<file path="config.mk">
export PLATFORM = sky130hd
export DESIGN_NAME = config_control_pins
export DESIGN_NICKNAME = d
export VERILOG_FILES = /design/src/cfg_pins_pkg.sv /design/src/config_control_pins.sv
export SDC_FILE = /design/constraint.sdc
export NUM_CORES = 1
export LEC_CHECK = 0
export ABC_AREA = 1
export ABC_CLOCK_PERIOD_IN_PS = 1300
export BUFFER_PORTS_ARGS = -buffer_cell sky130_fd_sc_hd__buf_2
export CORE_UTILIZATION = 52
export CTS_CLUSTER_DIAMETER = 150
export DETAILED_ROUTE_END_ITERATION = 6
export GPL_TIMING_DRIVEN = 1
export PLACE_DENSITY = 0.77
export SYNTH_ARGS = -nofsm -noshare
export SYNTH_HDL_FRONTEND = slang
export SYNTH_SLANG_ARGS = --single-unit
export TNS_END_PERCENT = 1
</file>
<file path="constraint.sdc">
create_clock -name REF_CLK_IN -period 1.3 [get_ports REF_CLK_IN]
set_input_delay 0.13 -clock REF_CLK_IN [delete_from_list [all_inputs] [get_ports REF_CLK_IN]]
set_output_delay 0.13 -clock REF_CLK_IN [all_outputs]
set_load 0.01 [all_outputs]
</file>
<file path="src/cfg_pins_pkg.sv">
// Package: constants and types for the configuration control pin block
package cfg_pins_pkg;
  // Mode pin encodings (three mode inputs)
  localparam logic [2:0] MODE_MASTER_SERIAL = 3'h0;
  localparam logic [2:0] MODE_SLAVE_SERIAL = 3'h7;
  localparam logic [2:0] MODE_MASTER_PAR_UP = 3'h1;
  localparam logic [2:0] MODE_MASTER_PAR_DN = 3'h3;
  localparam logic [2:0] MODE_PERIPH_SYNC = 3'h5;
  localparam logic [2:0] MODE_PERIPH_ASYNC = 3'h4;
  // Memory clear sweep: frames per clear cycle
  localparam int CLEAR_FRAMES = 64;
  localparam logic [7:0] CLEAR_LAST = 8'(CLEAR_FRAMES - 1);
  localparam logic [7:0] CLEAR_ZERO = 8'h00;
  // Shift clock divider when the device makes the clock
  localparam int CLK_HZ = 25_000_000;
  localparam int SHIFT_HZ = 1_000_000;
  localparam int DIV_HALF = CLK_HZ / (2 * SHIFT_HZ);
  localparam logic [4:0] DIV_LAST = 5'(DIV_HALF - 1);
  localparam logic [4:0] DIV_ZERO = 5'h00;

  // Sequencer states, Gray along the normal path
  typedef enum logic [2:0] {
    ST_CLEAR = 3'h0,
    ST_CLEAR_LAST = 3'h1,
    ST_WAIT = 3'h3,
    ST_LOAD = 3'h2,
    ST_HOLD = 3'h6,
    ST_USER = 3'h7
  } cfg_state_t;

  // Status bundle toward the device core
  typedef struct packed {
    logic clearing;
    logic loading;
    logic gsr_hold;
    logic outputs_en;
  } cfg_status_t;
endpackage

</file>
<file path="src/config_control_pins.sv">
// Configuration control pin sequencer: clear, mode sample, load, done
`timescale 1ns/1ps
module config_control_pins
  import cfg_pins_pkg::*;
(
  // Clock and reset
  input wire logic REF_CLK_IN,
  input wire logic RESET_IN,
  // Start input, active low
  input wire logic START_N_IN,
  // Mode select pins
  input wire logic [2:0] CONFIG_MODE_SELECT_PINS_IN,
  // Shift clock pin (three signals)
  input wire logic CONFIG_SHIFT_CLOCK_IN,
  output logic CONFIG_SHIFT_CLOCK_OUT,
  output logic CONFIG_SHIFT_CLOCK_OE_N_OUT,
  // Completion pin, open drain style (three signals)
  input wire logic DONE_IN,
  output logic DONE_OUT,
  output logic DONE_OE_N_OUT,
  // Ready pin, open drain: low while clearing
  output logic INIT_READY_OUT,
  output logic INIT_READY_OE_N_OUT,
  // Configuration options and loader handshake
  input wire logic WAIT_ON_DONE_IN,
  input wire logic READBACK_EN_IN,
  input wire logic LOAD_DONE_IN,
  // Status toward core
  output logic [2:0] MODE_OUT,
  output logic SHIFT_TICK_OUT,
  output logic READBACK_CLK_OUT,
  output cfg_status_t STATUS_OUT
);

  cfg_state_t state_q, state_d;
  logic [7:0] frame_q, frame_d;
  logic [2:0] mode_q, mode_d;
  logic [4:0] div_q, div_d;
  logic sclk_q, sclk_d;
  logic done_q, done_d;
  logic tick_q, tick_d;
  logic dev_clk;
  logic frame_end;

  assign frame_end = (frame_q == CLEAR_LAST);

  // Device drives the clock in master and async peripheral modes
  always_comb begin
    dev_clk = (mode_q != MODE_SLAVE_SERIAL) &&
              (mode_q != MODE_PERIPH_SYNC);
  end

  // Sequencer next state
  always_comb begin
    state_d = state_q;
    frame_d = frame_q;
    mode_d = mode_q;
    done_d = done_q;
    // Each clear cycle sweeps every frame; a low start restarts nothing
    // mid-sweep so partial clears never leave stale frames behind
    frame_d = (state_q == ST_CLEAR || state_q == ST_CLEAR_LAST) ?
              (frame_end ? CLEAR_ZERO : frame_q + 8'h01) : CLEAR_ZERO;
    if (!START_N_IN) begin
      state_d = ST_CLEAR;
      done_d = 1'b0;
      if (state_q != ST_CLEAR && state_q != ST_CLEAR_LAST) begin
        frame_d = CLEAR_ZERO;
      end
    end else begin
      case (state_q)
        ST_CLEAR: begin
          if (frame_end) begin
            state_d = ST_CLEAR_LAST;
          end
        end
        ST_CLEAR_LAST: begin
          if (frame_end) begin
            state_d = ST_WAIT;
          end
        end
        ST_WAIT: begin
          mode_d = CONFIG_MODE_SELECT_PINS_IN;
          state_d = ST_LOAD;
        end
        ST_LOAD: begin
          if (LOAD_DONE_IN) begin
            done_d = 1'b1;
            state_d = ST_HOLD;
          end
        end
        ST_HOLD: begin
          // External party may keep completion low to delay start-up
          if (!WAIT_ON_DONE_IN || DONE_IN) begin
            state_d = ST_USER;
          end
        end
        ST_USER: begin
          state_d = ST_USER;
        end
        default: begin
          state_d = ST_CLEAR;
        end
      endcase
    end
  end

  // Shift clock divider; runs only while loading in device-clocked modes
  always_comb begin
    div_d = div_q;
    sclk_d = sclk_q;
    tick_d = 1'b0;
    if (state_q == ST_LOAD && dev_clk) begin
      if (div_q == DIV_LAST) begin
        div_d = DIV_ZERO;
        sclk_d = !sclk_q;
        tick_d = !sclk_q; // Rising edge of generated clock
      end else begin
        div_d = div_q + 5'h01;
      end
    end else begin
      div_d = DIV_ZERO;
      // Track the pin level outside device-clocked loading so the edge
      // detector starts at the idle level and gives no false first tick
      sclk_d = CONFIG_SHIFT_CLOCK_IN;
      // Slave modes take rising edges of the external clock pin as ticks
      tick_d = (state_q == ST_LOAD) && CONFIG_SHIFT_CLOCK_IN && !sclk_q;
    end
  end

  // Registers
  always_ff @(posedge REF_CLK_IN or posedge RESET_IN) begin
    if (RESET_IN) begin
      state_q <= ST_CLEAR;
      frame_q <= CLEAR_ZERO;
      mode_q <= MODE_SLAVE_SERIAL;
      div_q <= DIV_ZERO;
      sclk_q <= 1'b0;
      done_q <= 1'b0;
      tick_q <= 1'b0;
    end else begin
      state_q <= state_d;
      frame_q <= frame_d;
      mode_q <= mode_d;
      div_q <= div_d;
      sclk_q <= sclk_d;
      done_q <= done_d;
      tick_q <= tick_d;
    end
  end

  // Pin drivers
  always_comb begin
    CONFIG_SHIFT_CLOCK_OUT = sclk_q;
    // Drive only while loading in device-clocked modes
    CONFIG_SHIFT_CLOCK_OE_N_OUT = !(state_q == ST_LOAD && dev_clk);
    DONE_OUT = 1'b0;
    // Open drain: pull low until finished, then release to go high
    DONE_OE_N_OUT = done_q;
    INIT_READY_OUT = 1'b0;
    INIT_READY_OE_N_OUT = !(state_q == ST_CLEAR ||
                            state_q == ST_CLEAR_LAST);
    MODE_OUT = mode_q;
    SHIFT_TICK_OUT = tick_q;
    // After configuration the pin level feeds readback shifting
    READBACK_CLK_OUT = (state_q == ST_USER) && READBACK_EN_IN &&
                       CONFIG_SHIFT_CLOCK_IN;
    STATUS_OUT.clearing = (state_q == ST_CLEAR ||
                           state_q == ST_CLEAR_LAST);
    STATUS_OUT.loading = (state_q == ST_LOAD);
    STATUS_OUT.gsr_hold = (state_q != ST_USER);
    STATUS_OUT.outputs_en = (state_q == ST_USER);
  end
endmodule // config_control_pins

</file>
==> flow_summary.json, run 1 <==
{
  "outcome": "finished with violations",
  "violations": "setup timing",
  "synthCells": 138,
  "ys_ff_latch": 22,
  "placement.cell_area_sq_mm": 0.00127,
  "cts_buffers": 3,
  "ys_warn_count": 0,
  "coreArea_sq_mm": 0.00202,
  "finClkSkew_ps": 6.06,
  "worstPathRequired_ps": 1170,
  "fin_nets": 192,
  "clock-root-buffer": "clkbuf_4",
  "hold_path.class": "in2reg",
  "crit_fanout": 4,
  "yosysUniqueCellTypes": 26,
  "critPathMaxStageDelay_ps": 470,
  "vdd_drop_max_uv": 664,
  "cpMaxStageDelayCell": "dfrtp_2",
  "period_needed_ps": 1340,
  "drtIter0Drc": 28,
  "syn_area_sq_mm": 0.00115,
  "drv_slew": 0,
  "drv_cap": 0,
  "grt_usage_pct": 22.9,
  "grt_use_met3_pct": 1.87,
  "grt_max_degree": 14,
  "hpwlAfterDp_mm": 1.66,
  "place_worst_setup_slack_ps": 6.44,
  "die_area_sq_mm": 0.00241,
  "cts.path.max_buffers": 2,
  "busiest_layer": "met2",
  "dr.pass1.iters": 4,
  "drc": 0,
  "fin_crit_sh_pct": 103,
  "fmaxAchievable_mhz": 745,
  "synth-seq-area-share_pct": 48.2,
  "setup_slack_ps": -41.8,
  "p_per_area_mw_per_mm2": 743,
  "gp_congestion": 0.791,
  "p_leak_nw": 0.789,
  "io_buffers": 23,
  "grt_setup_unrepaired": "true",
  "grtUsageMet1_pct": 30.9,
  "avgViaCountPerCell": 4.98,
  "design_area_sq_mm": 0.00150,
  "path_clk_slew_ps": 120,
  "cp-start-kind": "flop",
  "gr-total-overflow": 0,
  "cts_tree": "built",
  "ioPinCount": 26,
  "cp.arrival_ps": 1210,
  "antenna_found_initial": 0,
  "first_global_vias": 965,
  "vias": 1020,
  "synth.avg_cell_area_sq_um": 8.34,
  "drtAntennaViolNets": 0,
  "num_rows": 16,
  "path_cells": "inv_4, nand3_4, nor2_4, inv_2, buf_6",
  "die_h_um": 49.1,
  "end_kind": "primary output",
  "crit_type": "reg2out",
  "grt_use_met2_pct": 39.8,
  "detail_route.wl_per_cell_um": 12.0,
  "crit_family": "flip-flops",
  "area_delta_synth_final_pct": 30.3,
  "ctsHtreeMaxLevel": 1,
  "die_w_um": 49.1,
  "start_util_pct": 56.9,
  "grt_pass1_wl_mm": 4.23,
  "cts_num_sinks": 22,
  "worst-path-buf-inv": 3,
  "hold_violations": 0,
  "clk_latency_ps": 300,
  "antenna_cells": 0,
  "drt-total-wl_mm": 2.47,
  "setup_viol": 5,
  "final_layout_size_suffix_gt1_share_pct": 35.4
}
[synthesized netlist by cell type]
cell / instances / area (sq um)
a21oi_1: 4 / 20.0
buf_4: 2 / 15.0
buf_6: 2 / 22.5
conb_1: 1 / 3.75
dfrtp_1: 19 / 475
dfstp_2: 3 / 78.8
ha_1: 2 / 25.0
inv_1: 16 / 60.1
inv_2: 3 / 11.3
inv_4: 1 / 6.26
nand2_1: 22 / 82.6
nand2_2: 2 / 12.5
nand3_1: 16 / 80.1
nand3_2: 1 / 10.0
nand3_4: 1 / 17.5
nand4_1: 1 / 6.26
nor2_1: 25 / 93.8
nor2_2: 1 / 6.26
nor2_4: 1 / 11.3
nor2_8: 1 / 20.0
nor3_1: 3 / 15.0
nor3b_1: 1 / 7.51
o21ai_1: 4 / 20.0
or2_0: 1 / 6.26
xnor2_1: 1 / 8.76
xor2_1: 4 / 35.0
[sequential cells by signal, summed over array words and instances (netlist names)]
| name | cells |
|---|---|
| state_q | 3 |
| div_q | 5 |
| MODE_OUT | 3 |
| DONE_OE_N_OUT | 1 |
| CONFIG_SHIFT_CLOCK_OUT | 1 |
| SHIFT_TICK_OUT | 1 |
| frame_q | 8 |
[through the flow]
stage	instances	TNS [ps]	hold WS [ps]	util (%)	total power, W
after floorplan	139	0	117	-	0.000725
after global placement	186	0	112	63.0	0.000746
after detailed placement	186	0	128	63.0	0.000747
after CTS	202	-248	9.77	72.0	0.00112
after global routing	205	-557	4.22	74.2	0.00115
final	205	-138	6.66	74.2	0.00111
[worst reg2reg max path, cell delays in order, from the launching register on]
cell     delay [ps]
dfrtp_2         470
buf_12          150
nor2_8          130
buf_4           140
nand2_2         100
nand3_1         110
nand2_1          50
[what timing repair did]
action,CTS,global route
hold buffers,1,1
buffers inserted,11,2
resized for setup,7,5
endpoints found under the hold margin,6,1
endpoints found under the setup margin,10,13
pin swaps,3,2
[per-layer routing]
| metal | wire length (um) | part of all wire (%) |
|---|---|---|
| met5 | 0 | 0 |
| met4 | 20 | 0.81 |
| met3 | 85 | 3.4 |
| met2 | 1260 | 51 |
| met1 | 1100 | 45 |
[area by class of cell]
type | instances | area, sq um
flip-flops and latches | 22 | 557
fillers | 154 | 522
multi-input cells | 93 | 509
repair buffers | 39 | 284
inverters | 20 | 80.1
clock buffers | 4 | 36.3
well taps | 27 | 33.8
[path summary, 6_finish.rpt]
path                                                from  depth (start not counted)                           to  slack (ps)
max                               state_q[2]$_DFFE_PP0P_                          5  CONFIG_SHIFT_CLOCK_OE_N_OUT         -40
min                        CONFIG_MODE_SELECT_PINS_IN[0]                          3      MODE_OUT[0]$_DFFE_PP1P_           7
max reg2reg                       state_q[2]$_DFFE_PP0P_                          6       state_q[2]$_DFFE_PP0P_          50
min reg2reg                         frame_q[0]$_DFF_PP0_                          1         frame_q[0]$_DFF_PP0_         480
max in group asynchronous                       RESET_IN                          4       state_q[2]$_DFFE_PP0P_         440
min in group asynchronous                       RESET_IN                          3     SHIFT_TICK_OUT$_DFF_PP0_         330
[layout by cell type (no fill, tap or decap), types with 2 or more instances in the layout]
cell | netlist | routed
nor2_1 | 25 | 25
nand2_1 | 22 | 21
buf_2 | 0 | 20
dfrtp_1 | 19 | 17
inv_1 | 16 | 16
nand3_1 | 16 | 14
buf_4 | 2 | 12
o21ai_1 | 4 | 4
xor2_1 | 4 | 4
dfstp_2 | 3 | 3
nand3_2 | 1 | 3
nand2_2 | 2 | 3
a21oi_1 | 4 | 3
clkbuf_4 | 0 | 3
buf_6 | 2 | 3
inv_4 | 1 | 2
inv_2 | 3 | 2
nor3_1 | 3 | 2
conb_1 | 1 | 2
dlygate4sd3_1 | 0 | 2
buf_12 | 0 | 2
dfrtp_2 | 0 | 2
[cell families (layout without fill, tap and decap cells)]
kind of cell / count (synthesis) / count (layout) / share of synthesized area [%]
AND/OR/NAND/NOR: 76 / 76 / 32.1
buffers and inverters: 24 / 63 / 10.0
flip-flops: 22 / 22 / 48.2
AO/OA/AOI/OAI: 8 / 8 / 3.48
XOR/XNOR: 5 / 5 / 3.80
adder cells (fa/ha/maj): 2 / 2 / 2.17
other: 1 / 2 / 0.326
[report_power, final]
part	switching (W)	internal (W)
combinational	0.0000316	0.0000206
clock	0.000203	0.000171
sequential	0.00000157	0.000686
total	0.000236	0.000878
(Power assumes the default switching activity.)
==> inputs of run 2 (changes only) <==
--- a/config.mk
+++ b/config.mk
@@ -12,4 +12,5 @@
 export CTS_CLUSTER_DIAMETER = 150
 export DETAILED_ROUTE_END_ITERATION = 6
+export GPL_ROUTABILITY_DRIVEN = 0
 export GPL_TIMING_DRIVEN = 1
 export PLACE_DENSITY = 0.77
==> constraint.sdc (replaced) <==
create_clock -name REF_CLK_IN -period 1.3 [get_ports REF_CLK_IN]
set_input_delay 0.065 -clock REF_CLK_IN [delete_from_list [all_inputs] [get_ports REF_CLK_IN]]
set_output_delay 0.065 -clock REF_CLK_IN [all_outputs]
set_load 0.01 [all_outputs]
==> flow_summary.json, run 2 (synthesis gave the netlist of run 1 again) <==
{
  "hold_violations": 0,
  "start_util_pct": 56.9,
  "highest_layer": "met4",
  "io_buffers": 23,
  "layout_common_cells": "nor2_1 (24), buf_2 (21), nand2_1 (20)",
  "avgViaCountPerCell": 4.94,
  "area_delta_synth_final_pct": 31.3,
  "r2r_start": "state_q[2]$_DFFE_PP0P_",
  "detail_route.wl_per_cell_um": 11.7,
  "ioPinCount": 26,
  "end_kind": "primary output",
  "dr_wl_met2_mm": 1.24,
  "clk_latency_ps": 310,
  "hold_start": "WAIT_ON_DONE_IN",
  "hold_path.class": "in2reg",
  "setup_viol": 3,
  "whs_endpoint": "state_q[2]$_DFFE_PP0P_",
  "outcome": "finished with violations",
  "fin_nets": 194,
  "cpMaxStageDelayCell": "dfrtp_2",
  "placement.cell_area_sq_mm": 0.00129,
  "die_area_sq_mm": 0.00241,
  "ctsHtreeMaxLevel": 1,
  "drv_cap": 0,
  "grt_setup_unrepaired": "true",
  "cts.path.max_buffers": 2,
  "critPathMaxStageDelay_ps": 490,
  "clock-root-buffer": "clkbuf_4",
  "fmaxAchievable_mhz": 746,
  "grt_pass1_wl_mm": 4.04,
  "cts_num_sinks": 22,
  "ff2ff_path_depth": 7,
  "setup_slack_ps": -40.5,
  "final_layout_size_suffix_gt1_share_pct": 35.0,
  "period_needed_ps": 1340,
  "multi_input_area_sq_um": 518,
  "worstPathRequired_ps": 1240,
  "antenna_cells": 0,
  "top_register": "frame_q",
  "largest_reg_flops": 8,
  "coreArea_sq_mm": 0.00202,
  "cp.arrival_ps": 1280,
  "drv_slew": 0,
  "wl_met3_um": 86,
  "drc": 0,
  "cts_buffers": 3,
  "r2r-end": "CONFIG_SHIFT_CLOCK_OUT$_DFFE_PP0P_",
  "first_global_vias": 1010,
  "die_w_um": 49.1,
  "hpwlAfterDp_mm": 1.65,
  "crit_type": "reg2out",
  "gr-total-overflow": 0,
  "vias": 1022,
  "place_inst": 188,
  "r2r_slack_ps": 50,
  "finClkSkew_ps": 10.3,
  "cts_tree": "built",
  "num_rows": 16,
  "drtAntennaViolNets": 0,
  "final_common_cell": "nor2_1",
  "die_h_um": 49.1,
  "vdd_drop_max_uv": 684,
  "cp-start-kind": "flop",
  "hold_path_depth": 3,
  "fill_cells": 147,
  "p_per_area_mw_per_mm2": 703,
  "startpoint": "state_q[2]$_DFFE_PP0P_",
  "met1_length_mm": 1.07,
  "antenna_found_initial": 0,
  "violations": "setup timing",
  "top_regs": "frame_q (8), div_q (5)",
  "path_cells": "buf_6, nand3_4, nor2_2, buf_2",
  "drtIter0Drc": 22,
  "drt-total-wl_mm": 2.43,
  "p_leak_nw": 0.786,
  "path_clk_slew_ps": 120,
  "dr.pass1.iters": 4,
  "seq_area_sq_um": 557,
  "crit_fanout": 6,
  "fin_cells": 207,
  "place_worst_setup_slack_ps": 7.09,
  "grt_max_degree": 14,
  "grt_usage_pct": 22.1,
  "fin_crit_sh_pct": 103,
  "design_area_sq_mm": 0.00151
}
run 2: worst max path at each step:
| stage | cells after the start | to |
|---|---|---|
| 6_report | 4 | READBACK_CLK_OUT |
| 5_1_grt | 4 | READBACK_CLK_OUT |
| 4_1_cts | 5 | CONFIG_SHIFT_CLOCK_OE_N_OUT |
| 3_5_place_dp | 7 | state_q[2]$_DFFE_PP0P_ |
| 3_3_place_gp | 7 | state_q[1]$_DFFE_PP0P_ |
| 2_1_floorplan | 7 | state_q[0]$_DFFE_PP0P_ |
run 2: stage by stage:
step / total power, W / util (%) / hold WS [ps] / TNS (ps)
6_report: 0.00106 / 74.8 / 13.0 / -76.3
3_3_place_gp: 0.000746 / 63.7 / 47.7 / 0
5_1_grt: 0.00110 / 74.8 / 6.03 / -251
3_5_place_dp: 0.000747 / 63.7 / 56.7 / 0
4_1_cts: 0.00108 / 72.2 / 13.6 / -66.7
2_1_floorplan: 0.000725 / - / 52.0 / 0
run 2: final cells by class:
class | count | share of cell area, %
clock buffers | 4 | 1.74
inverters | 20 | 5.30
multi-input cells | 93 | 34.3
flip-flops and latches | 22 | 36.8
well taps | 27 | 2.24
repair buffers | 41 | 19.6
run 2: per-layer routing:
metal	GRT usage [%]	up-vias
li1	-	514
met1	27.8	475
met2	38.4	28
met3	3.74	5
met4	7.35	0
met5	0	-
run 2: critical path: cells and delay by family, from the launching register on:
kind | cells | cell delay (ps)
simple gates | 2 | 190
flops | 1 | 490
buf+inv | 2 | 280
run 2: what timing repair did:
action / in CTS / in global routing
endpoints found under the hold margin: 9 / 0
hold buffers: 4 / 0
setup buffers: 8 / 3
gates cloned: 0 / 0
pin swaps: 2 / 4
gates resized for setup: 8 / 9
setup endpoints to repair: 10 / 17
run 2: power breakdown:
group | leakage [nW] | total (W) | internal (W) | switching [W]
Sequential | 0.276 | 0.000688 | 0.000686 | 0.00000198
Clock | 0.0150 | 0.000319 | 0.000120 | 0.000199
Combinational | 0.495 | 0.0000561 | 0.0000243 | 0.0000319
Total | 0.786 | 0.00106 | 0.000830 | 0.000233
==> inputs of run 3 (changes only) <==
CORE_MARGIN = 2   (was unset)
==> flow_summary.json, run 3 (synthesis gave the netlist of run 1 again) <==
{
  "grt_pass1_wl_mm": 4.17,
  "cp-start-kind": "flop",
  "final_layout_size_suffix_gt1_share_pct": 32.0,
  "detail_route.wl_per_cell_um": 12.1,
  "hold_violations": 0,
  "layout_common_cells": "nor2_1 (25), nand2_1 (21), buf_2 (21)",
  "io_buffers": 23,
  "drt-total-wl_mm": 2.46,
  "grt_max_degree": 23,
  "worst-path-buf-inv": 3,
  "drc": 0,
  "grt_usage_pct": 21.3,
  "top_register": "frame_q",
  "antenna_found_initial": 0,
  "setup_viol": 0,
  "antenna_cells": 0,
  "crit_family": "flip-flops",
  "cts.path.max_buffers": 2,
  "ioPinCount": 26,
  "worstPathRequired_ps": 1240,
  "cpMaxStageDelayCell": "dfrtp_2",
  "total_power_w": 0.00112,
  "r2r_slack_ps": 60,
  "fmaxAchievable_mhz": 774,
  "die_h_um": 51.1,
  "critPathMaxStageDelay_ps": 470,
  "fin_util_pct": 68.3,
  "dr.pass1.iters": 4,
  "p_per_area_mw_per_mm2": 766,
  "setup_slack_ps": 8.12,
  "die_area_sq_mm": 0.00261,
  "avgViaCountPerCell": 5.02,
  "drtIter0Drc": 23,
  "area_delta_synth_final_pct": 27.4,
  "cts_num_sinks": 22,
  "hpwlAfterDp_mm": 1.53,
  "coreArea_sq_mm": 0.00215,
  "clock-root-buffer": "clkbuf_4",
  "r2r-end": "MODE_OUT[2]$_DFFE_PP1P_",
  "crit_type": "reg2out",
  "die_w_um": 51.1,
  "design_area_sq_mm": 0.00147,
  "drv_cap": 0,
  "cp.depth": 4,
  "start_util_pct": 53.6,
  "gr-total-overflow": 0,
  "crit_fanout": 5,
  "final_common_cell": "nor2_1",
  "hold_path.class": "in2reg",
  "end_kind": "primary output",
  "path_clk_slew_ps": 120,
  "r2r_start": "state_q[2]$_DFFE_PP0P_",
  "ff2ff_path_depth": 4,
  "placement.cell_area_sq_mm": 0.00127,
  "startpoint": "state_q[2]$_DFFE_PP0P_",
  "fin_nets": 189,
  "vdd_drop_max_uv": 589,
  "worstSetupEndpoint": "INIT_READY_OE_N_OUT",
  "grt_setup_unrepaired": "true",
  "drv_slew": 0,
  "tns_ps": 0,
  "clk_latency_ps": 300,
  "p_leak_nw": 0.766,
  "fin_crit_sh_pct": 99.4,
  "path_cells": "buf_12, nor2_8, inv_4, buf_6",
  "cts_buffers": 3,
  "cts_tree": "built",
  "drtAntennaViolNets": 0,
  "largest_reg_flops": 8,
  "top_regs": "frame_q (8), div_q (5)",
  "vias": 1020,
  "outcome": "finished clean",
  "first_global_vias": 972,
  "finClkSkew_ps": 4.39,
  "ctsHtreeMaxLevel": 1,
  "period_needed_ps": 1290,
  "place_worst_setup_slack_ps": 17.7,
  "num_rows": 17,
  "cp.arrival_ps": 1230
}
## run 3: changes by cell type in the layout (fill, tap and decap cells not counted), sizes merged
| cell | change |
|---|---|
| buf | -5 |
## run 3: timing repair
item                                   4_1_cts  5_1_grt
setup buffers                                7        1
setup endpoints to repair                    7       11
pin swaps                                    2        4
resized for setup                            6        4
cloned                                       0        0
hold buffers                                 4        0
endpoints found under the hold margin       22        0
## run 3: worst min-delay path by stage
stage | from | endpoint | slack (ps) | cells past startpoint
6_report | WAIT_ON_DONE_IN | state_q[2]$_DFFE_PP0P_ | 10 | 3
5_1_grt | WAIT_ON_DONE_IN | state_q[2]$_DFFE_PP0P_ | 9 | 3
2_1_floorplan | RESET_IN | CONFIG_SHIFT_CLOCK_OUT$_DFFE_PP0P_ | 50 | 1
4_1_cts | WAIT_ON_DONE_IN | state_q[2]$_DFFE_PP0P_ | 8 | 3
3_3_place_gp | RESET_IN | SHIFT_TICK_OUT$_DFF_PP0_ | 110 | 3
3_5_place_dp | RESET_IN | SHIFT_TICK_OUT$_DFF_PP0_ | 120 | 3
## run 3: area by class of cell
cell class	count	area, sq um
Fill cell	173	682
Sequential cell	22	557
Multi-Input combinational cell	93	510
Timing Repair Buffer	36	248
Inverter	20	80.1
Clock buffer	4	36.3
Tap cell	28	35.0
## run 3: worst reg2reg max path, stage by stage (launching register included)
cell and delay (ps):
dfrtp_2 470, buf_4 160, nor2_1 160, nand3_2 160
o21ai_1 220
## run 3: stage by stage
step,hold slack (ps),cells
global placement,109,187
floorplan,52.0,139
finish,12.7,203
detailed placement,118,187
global route,8.87,203
CTS,8.21,202
## run 3: where the power goes
| group | internal, W | total (W) | switching [W] |
|---|---|---|---|
| Sequential | 0.000686 | 0.000688 | 0.00000142 |
| Clock | 0.000171 | 0.000378 | 0.000207 |
| Combinational | 0.0000245 | 0.0000580 | 0.0000336 |
## run 3: routing by layer
layer | share of wire [%] | GRT usage, % | up-vias | wire (um)
met5 | 0 | 0 | - | 0
met4 | 2.3 | 12.2 | 0 | 57
met3 | 4.1 | 3.80 | 6 | 101
met2 | 52 | 34.0 | 30 | 1270
met1 | 42 | 27.3 | 480 | 1030
li1 | - | - | 504 | -
